==> src/phcf_pkg.sv <==
// Constants for the per-port PHY control fields of a two-PHY switch.
// Assumes 8-bit registers reached by a plain byte-wide register port.
package phcf_pkg;

   localparam int NUM_PORTS = 2;

   // Register offsets
   localparam logic [7:0] P1_CTL_A_OFS = 8'h1C;
   localparam logic [7:0] P1_CTL_B_OFS = 8'h1D;
   localparam logic [7:0] P2_CTL_A_OFS = 8'h2C;
   localparam logic [7:0] P2_CTL_B_OFS = 8'h2D;

   // Control A field positions
   localparam int A_AN_EN = 7;
   localparam int A_FSPEED = 6;
   localparam int A_FDUPLEX = 5;
   localparam int A_ADV_PAUSE = 4;
   localparam int A_ADV_100F = 3;
   localparam int A_ADV_100H = 2;
   localparam int A_ADV_10F = 1;
   localparam int A_ADV_10H = 0;

   // Control B field positions
   localparam int B_LED_OFF = 7;
   localparam int B_TX_DIS = 6;
   localparam int B_AN_RESTART = 5;
   localparam int B_FEF_DIS = 4;
   localparam int B_PWR_DOWN = 3;
   localparam int B_MDIX_DIS = 2;
   localparam int B_FORCE_MDI = 1;

   // Reset values; upper three A bits come from straps
   localparam logic [4:0] A_ADV_RST = 5'h1F;
   localparam logic [7:0] A_RST = 8'h1F;
   localparam logic [7:0] B_RST = 8'h00;

   // Writable bits of B; restart is a pulse, bit 0 belongs elsewhere
   localparam logic [7:0] B_WR_MASK = 8'hDE;

   localparam logic [7:0] RDATA_UNMAPPED = 8'h00;

endpackage : phcf_pkg

==> src/phcf_port_if.sv <==
// Carries one port's register writes and stored fields between modules.
// Assumes a single clock domain; all signals are sampled on clk.
`timescale 1ns/100ps
interface phcf_port_if;
   logic wr_a;
   logic wr_b;
   logic [7:0] wdata;
   logic [7:0] ctl_a;
   logic [7:0] ctl_b;
   logic restart_req;

   modport regs (
      input wr_a,
      input wr_b,
      input wdata,
      output ctl_a,
      output ctl_b,
      output restart_req
   );

   modport ctrl (
      output wr_a,
      output wr_b,
      output wdata,
      input ctl_a,
      input ctl_b,
      input restart_req
   );
endinterface : phcf_port_if

==> src/phcf_top.sv <==
// Per-port PHY control fields for the two copper ports of a switch.
// Assumes a byte-wide register port and PHY cores that act on the outputs.
//
// Behaviour
// - With negotiation off, speed and duplex come from the forced fields.
// - Forced duplex set means full, clear half, when negotiation off or failed.
// - Forced duplex loads from each port's duplex strap on the first clock after reset release.
// - Pause ability bit, default one, includes or drops pause from advertisement.
// - Four ability bits, default one, each include or drop one speed/duplex ability.
// - LED blanking drives both port LED pins high; clear restores normal LEDs.
// - Transmitter disable bit stops the port transmitter; reset value zero.
// - Writing one to the restart field restarts negotiation with the partner.
// - Far-end fault disable stops fault detection and fault pattern sending.
// - Power down bit places the port PHY in power down.
// - Setting the crossover disable bit turns off automatic MDI/MDI-X selection.
// - With auto crossover off, bit one picks forced MDI or forced MDI-X.
`timescale 1ns/100ps
module phcf_top (
   // Clock and reset
   input wire logic clk,
   input wire logic rst_n,
   // Register port
   input wire logic [7:0] reg_addr,
   input wire logic [7:0] reg_wdata,
   input wire logic reg_wr,
   input wire logic reg_rd,
   output logic [7:0] reg_rdata,
   output logic reg_rvalid,
   // Straps
   input wire logic port1_duplex_strap,
   input wire logic port2_duplex_strap,
   input wire logic port1_an_strap,
   input wire logic port2_an_strap,
   input wire logic port1_speed_strap,
   input wire logic port2_speed_strap,
   // PHY core status, index 0 is port 1
   input wire logic [1:0] an_done,
   input wire logic [1:0] an_failed,
   input wire logic [1:0] neg_speed_100,
   input wire logic [1:0] neg_full_duplex,
   input wire logic [1:0] auto_mdi_sel,
   input wire logic [1:0] led_one_in,
   input wire logic [1:0] led_zero_in,
   // PHY core controls
   output logic [1:0] an_enable,
   output logic [1:0][4:0] adv_ability,
   output logic [1:0] link_speed_100,
   output logic [1:0] link_full_duplex,
   output logic [1:0] tx_disable,
   output logic [1:0] an_restart,
   output logic [1:0] fef_detect_en,
   output logic [1:0] fef_tx_en,
   output logic [1:0] power_down,
   output logic [1:0] mdi_mode,
   // LED pins
   output logic [1:0] port_led_one,
   output logic [1:0] port_led_zero
);

   localparam int NP = phcf_pkg::NUM_PORTS;

   // Address decode used for both write and read paths
   function automatic logic [2:0] decode(input logic [7:0] addr);
      // Returns {hit, port, select B}
      logic [2:0] d;
      d = 3'h0;
      unique case (addr)
         phcf_pkg::P1_CTL_A_OFS: d = 3'h4;
         phcf_pkg::P1_CTL_B_OFS: d = 3'h5;
         phcf_pkg::P2_CTL_A_OFS: d = 3'h6;
         phcf_pkg::P2_CTL_B_OFS: d = 3'h7;
         default: d = 3'h0;
      endcase
      return d;
   endfunction : decode

   phcf_port_if pif[NP] ();

   logic [NP-1:0] strap_an;
   logic [NP-1:0] strap_speed;
   logic [NP-1:0] strap_duplex;
   logic [NP-1:0][7:0] ctl_a;
   logic [NP-1:0][7:0] ctl_b;
   logic [NP-1:0] restart_req;
   logic [2:0] wr_dec;
   logic [2:0] rd_dec;

   assign strap_an = {port2_an_strap, port1_an_strap};
   assign strap_speed = {port2_speed_strap, port1_speed_strap};
   assign strap_duplex = {port2_duplex_strap, port1_duplex_strap};
   assign wr_dec = decode(reg_addr);
   assign rd_dec = decode(reg_addr);

   // One register slice per port
   for (genvar p = 0; p < NP; p++) begin : g_port
      assign pif[p].wr_a = reg_wr & wr_dec[2] & (wr_dec[1] == 1'(p)) & ~wr_dec[0];
      assign pif[p].wr_b = reg_wr & wr_dec[2] & (wr_dec[1] == 1'(p)) & wr_dec[0];
      assign pif[p].wdata = reg_wdata;
      assign ctl_a[p] = pif[p].ctl_a;
      assign ctl_b[p] = pif[p].ctl_b;
      assign restart_req[p] = pif[p].restart_req;

      phcf_port_regs u_regs (
         .clk(clk),
         .rst_n(rst_n),
         .strap_an(strap_an[p]),
         .strap_speed(strap_speed[p]),
         .strap_duplex(strap_duplex[p]),
         .pif(pif[p])
      );
   end

   // Read path
   logic [7:0] next_reg_rdata;
   logic next_reg_rvalid;

   always_comb begin
      next_reg_rvalid = reg_rd;
      next_reg_rdata = reg_rdata;
      if (reg_rd) begin
         // Unmapped and port 3 addresses read as zero
         if (!rd_dec[2]) begin
            next_reg_rdata = phcf_pkg::RDATA_UNMAPPED;
         end else if (rd_dec[0]) begin
            next_reg_rdata = ctl_b[rd_dec[1]];
         end else begin
            next_reg_rdata = ctl_a[rd_dec[1]];
         end
      end
   end

   always_ff @(posedge clk or negedge rst_n) begin
      if (!rst_n) begin
         reg_rdata <= 8'h00;
         reg_rvalid <= 1'b0;
      end else begin
         reg_rdata <= next_reg_rdata;
         reg_rvalid <= next_reg_rvalid;
      end
   end

   // PHY control outputs
   logic [NP-1:0] next_an_enable;
   logic [NP-1:0][4:0] next_adv_ability;
   logic [NP-1:0] next_link_speed_100;
   logic [NP-1:0] next_link_full_duplex;
   logic [NP-1:0] next_tx_disable;
   logic [NP-1:0] next_an_restart;
   logic [NP-1:0] next_fef_detect_en;
   logic [NP-1:0] next_fef_tx_en;
   logic [NP-1:0] next_power_down;
   logic [NP-1:0] next_mdi_mode;
   logic [NP-1:0] next_port_led_one;
   logic [NP-1:0] next_port_led_zero;

   always_comb begin
      logic use_forced;
      use_forced = 1'b0;
      for (int p = 0; p < NP; p++) begin
         next_an_enable[p] = ctl_a[p][phcf_pkg::A_AN_EN];
         next_adv_ability[p] = ctl_a[p][phcf_pkg::A_ADV_PAUSE:phcf_pkg::A_ADV_10H];
         // Failed negotiation keeps the detected speed but the forced duplex
         use_forced = ~ctl_a[p][phcf_pkg::A_AN_EN];
         next_link_speed_100[p] = use_forced ? ctl_a[p][phcf_pkg::A_FSPEED]
                                             : neg_speed_100[p];
         if (use_forced | an_failed[p]) begin
            next_link_full_duplex[p] = ctl_a[p][phcf_pkg::A_FDUPLEX];
         end else begin
            next_link_full_duplex[p] = neg_full_duplex[p] & an_done[p];
         end
         next_tx_disable[p] = ctl_b[p][phcf_pkg::B_TX_DIS];
         next_an_restart[p] = restart_req[p];
         next_fef_detect_en[p] = ~ctl_b[p][phcf_pkg::B_FEF_DIS];
         next_fef_tx_en[p] = ~ctl_b[p][phcf_pkg::B_FEF_DIS];
         next_power_down[p] = ctl_b[p][phcf_pkg::B_PWR_DOWN];
         if (ctl_b[p][phcf_pkg::B_MDIX_DIS]) begin
            next_mdi_mode[p] = ctl_b[p][phcf_pkg::B_FORCE_MDI];
         end else begin
            next_mdi_mode[p] = auto_mdi_sel[p];
         end
         // Blanked LEDs are driven high, the off level of these pins
         next_port_led_one[p] = led_one_in[p] | ctl_b[p][phcf_pkg::B_LED_OFF];
         next_port_led_zero[p] = led_zero_in[p] | ctl_b[p][phcf_pkg::B_LED_OFF];
      end
   end

   always_ff @(posedge clk or negedge rst_n) begin
      if (!rst_n) begin
         an_enable <= '0;
         adv_ability <= {phcf_pkg::A_ADV_RST, phcf_pkg::A_ADV_RST};
         link_speed_100 <= '0;
         link_full_duplex <= '0;
         tx_disable <= '0;
         an_restart <= '0;
         fef_detect_en <= '1;
         fef_tx_en <= '1;
         power_down <= '0;
         mdi_mode <= '0;
         port_led_one <= '1;
         port_led_zero <= '1;
      end else begin
         an_enable <= next_an_enable;
         adv_ability <= next_adv_ability;
         link_speed_100 <= next_link_speed_100;
         link_full_duplex <= next_link_full_duplex;
         tx_disable <= next_tx_disable;
         an_restart <= next_an_restart;
         fef_detect_en <= next_fef_detect_en;
         fef_tx_en <= next_fef_tx_en;
         power_down <= next_power_down;
         mdi_mode <= next_mdi_mode;
         port_led_one <= next_port_led_one;
         port_led_zero <= next_port_led_zero;
      end
   end

endmodule : phcf_top

==> src/phcf_port_regs.sv <==
// Storage of the two control registers of one PHY port.
// Assumes straps are stable around reset release and sampled on clk.
`timescale 1ns/100ps
module phcf_port_regs (
   // Clock and reset
   input wire logic clk,
   input wire logic rst_n,
   // Straps
   input wire logic strap_an,
   input wire logic strap_speed,
   input wire logic strap_duplex,
   // Register side
   phcf_port_if.regs pif
);

   logic strap_done;
   logic [7:0] ctl_a;
   logic [7:0] ctl_b;
   logic next_strap_done;
   logic [7:0] next_ctl_a;
   logic [7:0] next_ctl_b;

   always_comb begin
      next_strap_done = 1'b1;
      next_ctl_a = ctl_a;
      next_ctl_b = ctl_b;
      // Straps taken by a clock after release, never by the async reset
      if (!strap_done) begin
         next_ctl_a = {strap_an, strap_speed, strap_duplex, phcf_pkg::A_ADV_RST};
      end else begin
         if (pif.wr_a) begin
            next_ctl_a = pif.wdata;
         end
         if (pif.wr_b) begin
            next_ctl_b = pif.wdata & phcf_pkg::B_WR_MASK;
         end
      end
   end

   always_ff @(posedge clk or negedge rst_n) begin
      if (!rst_n) begin
         strap_done <= 1'b0;
         ctl_a <= phcf_pkg::A_RST;
         ctl_b <= phcf_pkg::B_RST;
      end else begin
         strap_done <= next_strap_done;
         ctl_a <= next_ctl_a;
         ctl_b <= next_ctl_b;
      end
   end

   assign pif.ctl_a = ctl_a;
   assign pif.ctl_b = ctl_b;
   assign pif.restart_req = strap_done & pif.wr_b & pif.wdata[phcf_pkg::B_AN_RESTART];

endmodule : phcf_port_regs

==> config.mk <==
export PLATFORM = sky130hd
export DESIGN_NAME = phcf_top
export DESIGN_NICKNAME = d
export VERILOG_FILES = /design/src/phcf_pkg.sv /design/src/phcf_port_if.sv /design/src/phcf_top.sv /design/src/phcf_port_regs.sv
export SDC_FILE = /design/constraint.sdc
export NUM_CORES = 1
export LEC_CHECK = 0
export BUFFER_PORTS_ARGS = -buffer_cell sky130_fd_sc_hd__buf_2
export CAP_MARGIN = 10
export CORE_MARGIN = 4
export CORE_UTILIZATION = 37
export CTS_CLUSTER_DIAMETER = 60
export DETAILED_ROUTE_END_ITERATION = 10
export SLEW_MARGIN = 20
export SYNTH_ARGS = -nofsm -noshare
export SYNTH_HDL_FRONTEND = slang
export SYNTH_SLANG_ARGS = --single-unit
==> constraint.sdc <==
create_clock -name clk -period 1.83 [get_ports clk]
set_input_delay 0.183 -clock clk [delete_from_list [all_inputs] [get_ports clk]]
set_output_delay 0.183 -clock clk [all_outputs]
set_load 0.02 [all_outputs]
* After elaboration in Yosys (flattened, before gate mapping)
Index checks and enable logic that the tools add are counted.
Storage, ports and cells: word-level logic and storage cells 70, output and inout port bits 41, bits in registers 68, input port bits 40
Cells by class: multiplexer cells 17, reductions and logical operators 2, bitwise operators 25, $lt $le $gt $ge 1, eq/ne operators 6
Operator list (count):
- 8-bit 2-to-1 mux | 10
- 8-bit by 5-bit equality test with 1-bit output (second input constant) | 2
- 8-bit by 6-bit equality test with 1-bit output (second input constant) | 2
- 1-bit AND | 13
- 3-bit case mux with 4 select lines | 1
- 1-bit 2-to-1 mux | 6
- 1-bit NOT | 6
- 1-bit bitwise OR | 6
- 2-bit AND reduction | 2
- 1-bit by 2-bit < comparator with 1-bit output (second input constant) | 1
- 2-bit by 1-bit != test with 1-bit output (second input constant) | 1
- 2-bit != test (second input constant) | 1

* Logic depth before layout (Yosys ltp)
depth in word-level cells 7, depth in mapped cells 6

* Hierarchy
A second synthesis with hierarchy kept.
Second synthesis, totals: cell total of the unflattened synthesis 218, area total of the unflattened synthesis 2847.7 um^2
By module, submodules not included:
- phcf_top | instances 1, cells an instance 122, sequential area each 996.0 um^2, area an instance 1544.0 um^2
- phcf_port_regs | instances 2, cells an instance 48, sequential area each 381.6 um^2, area an instance 651.9 um^2

* Worst setup path after synthesis
OpenSTA, ideal clock, no wires.
path type input to register, start in reg_addr[7], end reg g_port[1].u_regs.ctl_b[1], setup time 0.125 ns, path slack 0.207 ns, cell stages on the path 4, arrival time 1.498 ns, data required time 1.705 ns, cell sequence or4b_1 -> buf_6 -> nor3_4 -> mux2_2
On the way: longest elaborated chain between the ends 6, elaborated cells between the ends (all ways) 9
RTL lines:
- from (decl) | RTL line phcf_top.sv:23 | input wire logic [7:0] reg_addr,
- 8-bit by 6-bit equality test with 1-bit output or 8-bit by 5-bit equality test with 1-bit output (tied branches) | RTL line phcf_top.sv:67 | unique case (addr)
- 3-bit case mux with 4 select lines * | RTL line phcf_top.sv:67
- 1-bit AND (2 in series) | RTL line phcf_top.sv:97 | assign pif[p].wr_b = reg_wr & wr_dec[2] & (wr_dec[1] == 1'(p)) & wr_dec[0];
- 1-bit AND * | RTL line phcf_top.sv:97
- 2-bit AND reduction (no source line) *
- to (signal assigned) | RTL line phcf_port_regs.sv:44 | ctl_b <= phcf_pkg::B_RST;
- to (signal assigned) | RTL line phcf_port_regs.sv:48 | ctl_b <= next_ctl_b;
- to (decl) | RTL line phcf_port_regs.sv:18 | logic [7:0] ctl_b;
Every way passes the cells marked *; elsewhere a longest branch is shown, timed or not. A chain may end at the register's enable or synchronous reset.

==> impl_results.md <==
- 1st-iter DRT viols: 96
- Syn Inst Count: around 220
- Mapped Area: 2760 um2
- First-pass GRT wire length: approximately 11000 um
- CTS root buf: clkbuf_8
- Resize count post-CTS: 0
- Post-DP HPWL: roughly 4600 um
- Die area: ~8900 um2
- Synth cell types: 33
- Pre-Repair DR Iteration Count: 4
- Setup Skew: 0.00823 ns
- Crit Path Category: in -> reg
- HP Class: in -> reg
- Initial antenna violation count: 0
- Most common cell after layout, fill and taps aside: buf_2
- Maximum clock rate: around 0.60 GHz
- Net Count, Synth: approximately 260
- Post-synth EDFFs: 0
- Vias per cell: approximately 4.8
- Prevailing post-synth register cell: dfrtp_1
- Worst Path Required: between 2 and 2.5 ns
- YS warnings: 0
- Grt ovf: 0
- Avg Cell Area, Syn: approximately 13 um2
- Fin Setup TNS: 0 ns
- RSZ-0062 raised after global routing: false
- Share of layout cells above drive strength 1: between 40% and 50%
- Core area: between 7000 and 8000 um2
- CTS tree: yes
- Die width: roughly 94 um
- Pwr dens: between 800 and 900 nW/um2
- Clock-pin slew on the worst setup and hold paths: approximately 0.07 ns
- Final wirelength: ~6400 um
- Critical path arrival: ~1.9 ns
- Vias in the first global route: 2021
- Final net count: roughly 350
- Leading post-synthesis cells by cell area: dfrtp_1 38%, dfstp_2 25%, mux2i_1 6.5%
- Crit share post-route: about nine tenths
- Cell area after layout: ~3500 um2
- Largest net degree at the start of global routing: 69
- CP Launch Type: primary input
- Share of the synthesized area in the top cell type: about two fifths
- Vias: between 2k and 2.5k
- Leading cell types in the layout, fill and taps excluded: 80 x buf_2, 42 x dfrtp_1, 26 x dfstp_2, 24 x nand2_1, 18 x mux2i_1
- VDD IR max: between 0.3 and 0.4 mV
- Post-synthesis register bit count: 68
- Critical path peak fanout: 8
- Slew Viols, Final: 0
- Drt drc: 0
- Setup bufs post-CTS: 0
- H-tree depth: 3
- Post-route ant nets: 0
- Worst rel slew slack: about half
- Synth area leader: dfrtp_1
- Critical path endpoint category: flop
- Least-Margin Pin Slew: 0.754 ns
- FFs w/ async S/R, synth: 100%
- Starting Density: a little under two fifths
- Min Tclk post-route: 1.66 ns
- Wire per inst: 15.3 um
- Setup violators final: 0
- Row cnt: 31
- Global-route usage over all layers: 15.9%
- # IOs: slightly above 80
- Leakage power: approximately 1.8 nW
- Clk buf depth: 2
- Ant diodes: 0
- Sequential-to-total area share from yosys stat: a little over three fifths
- Max-cap violations: 0
- Synthesis-to-finish area growth: 27.1%
- Number of I/O port buffers: 80
- Skew-Pair Late Insertion Delay: 0.33 ns
- Hold Fails Final Rpt: 0
- Routability cong.: about 0.81
- CTS sink cnt: just under 70
- Status: finished, final reports clean
- Die height: around 94 um
- Post-DP Area: around 3300 um2
- Num CTS Buffers: 9
-- final timing paths --
| check | startpoint | endpoint | slack, ns | depth (start not counted) |
|---|---|---|---|---|
| worst max register to register | g_port[1].u_regs.strap_done$_DFF_PN0_ | g_port[1].u_regs.pif.ctl_b[3]$_DFFE_PN0P_ | 0.40 | 3 |
| max in group asynchronous | rst_n | adv_ability[3]$_DFF_PN1_ | 1.10 | 3 |
| worst min-delay path | led_zero_in[1] | port_led_zero[1]$_DFF_PN1_ | 0.03 | 2 |
| worst max-delay path | reg_rd | reg_rdata[1]$_DFFE_PN0P_ | 0.17 | 5 |
| worst min register to register | g_port[1].u_regs.pif.ctl_a[0]$_DFFE_PN1P_ | adv_ability[5]$_DFF_PN1_ | 0.38 | 0 |
| min in group asynchronous | rst_n | reg_rdata[0]$_DFFE_PN0P_ | 0.39 | 3 |
-- synthesized netlist by cell type (all sizes together) (2+ instances only) --
cell type,number
a21oi,6
buf,7
nor3,9
inv,7
o31ai,2
o211ai,2
or2,4
mux2,15
and3,2
a32o,6
nor4b,2
nand3,8
nor2,13
clkbuf,2
mux2i,18
dfrtp,42
dfstp,26
nand2,24
o21ai,10
o32ai,2
-- registers in the layout, summed over array words and instances, names as in the netlist --
signal                    count
port_led_zero                 2
an_restart                    2
g_port.u_regs.strap_done      1
link_full_duplex              2
g_port.u_regs.pif.ctl_b      12
power_down                    2
link_speed_100                2
adv_ability                  10
port_led_one                  2
reg_rdata                     8
reg_rvalid                    1
tx_disable                    2
mdi_mode                      2
fef_tx_en                     2
an_enable                     2
g_port.u_regs.pif.ctl_a      16
-- worst max-delay path, stage by stage --
cell and delay [ns]:
dlygate4sd3_1 0.52, buf_2 0.13, inv_1 0.14, nor3_1 0.67, a32o_1 0.27
-- through the flow --
step	cells	power, mW	setup slack, ns	util, %	hold slack [ns]
2_1_floorplan	215	1.75	0.207	-	-0.113
6_report	418	2.89	0.174	48.4	0.0301
3_3_place_gp	400	1.89	0.0195	46.0	0.232
3_5_place_dp	400	1.90	-0.0198	46.0	0.235
5_1_grt	418	3.03	0.0887	48.4	0.0184
4_1_cts	418	2.94	0.213	48.4	0.0129
-- where the power goes --
group          switching [mW]  internal [mW]
Sequential             0.0294           1.56
Combinational           0.167          0.114
Clock                   0.528          0.487
Total                   0.724           2.16
-- layout make-up --
class                   count  area (um2)
clock inverters             3        15.0
inverters                   7        26.3
flip-flops and latches     68        1730
clock buffers              13         139
repair buffers             97         546
well taps                  99         124
fillers                   688        3740
multi-input cells         131         925
-- kinds of logic after synthesis --
logic type	after synthesis	synth area share, %
buffers and inverters	16	3.67
flip-flops	68	62.8
other	1	0.136
AND/OR/NAND/NOR	69	13.9
AO/OA/AOI/OAI	28	6.80
multiplexers	33	12.6
-- per-layer routing --
| metal | part of all wire, % | track usage, % | vias up |
|---|---|---|---|
| met1 | 44 | 22.1 | 971 |
| li1 | - | - | 949 |
| met3 | 6.7 | 4.14 | 7 |
| met5 | 0 | 0 | - |
| met2 | 48 | 23.9 | 74 |
| met4 | 1.4 | 5.78 | 0 |
-- timing repair --
action / 4_1_cts / 5_1_grt
endpoints found under the hold margin: 43 / 0
endpoints found under the setup margin: 0 / 0
hold buffers: 2 / 0
(Power assumes the default switching activity.)
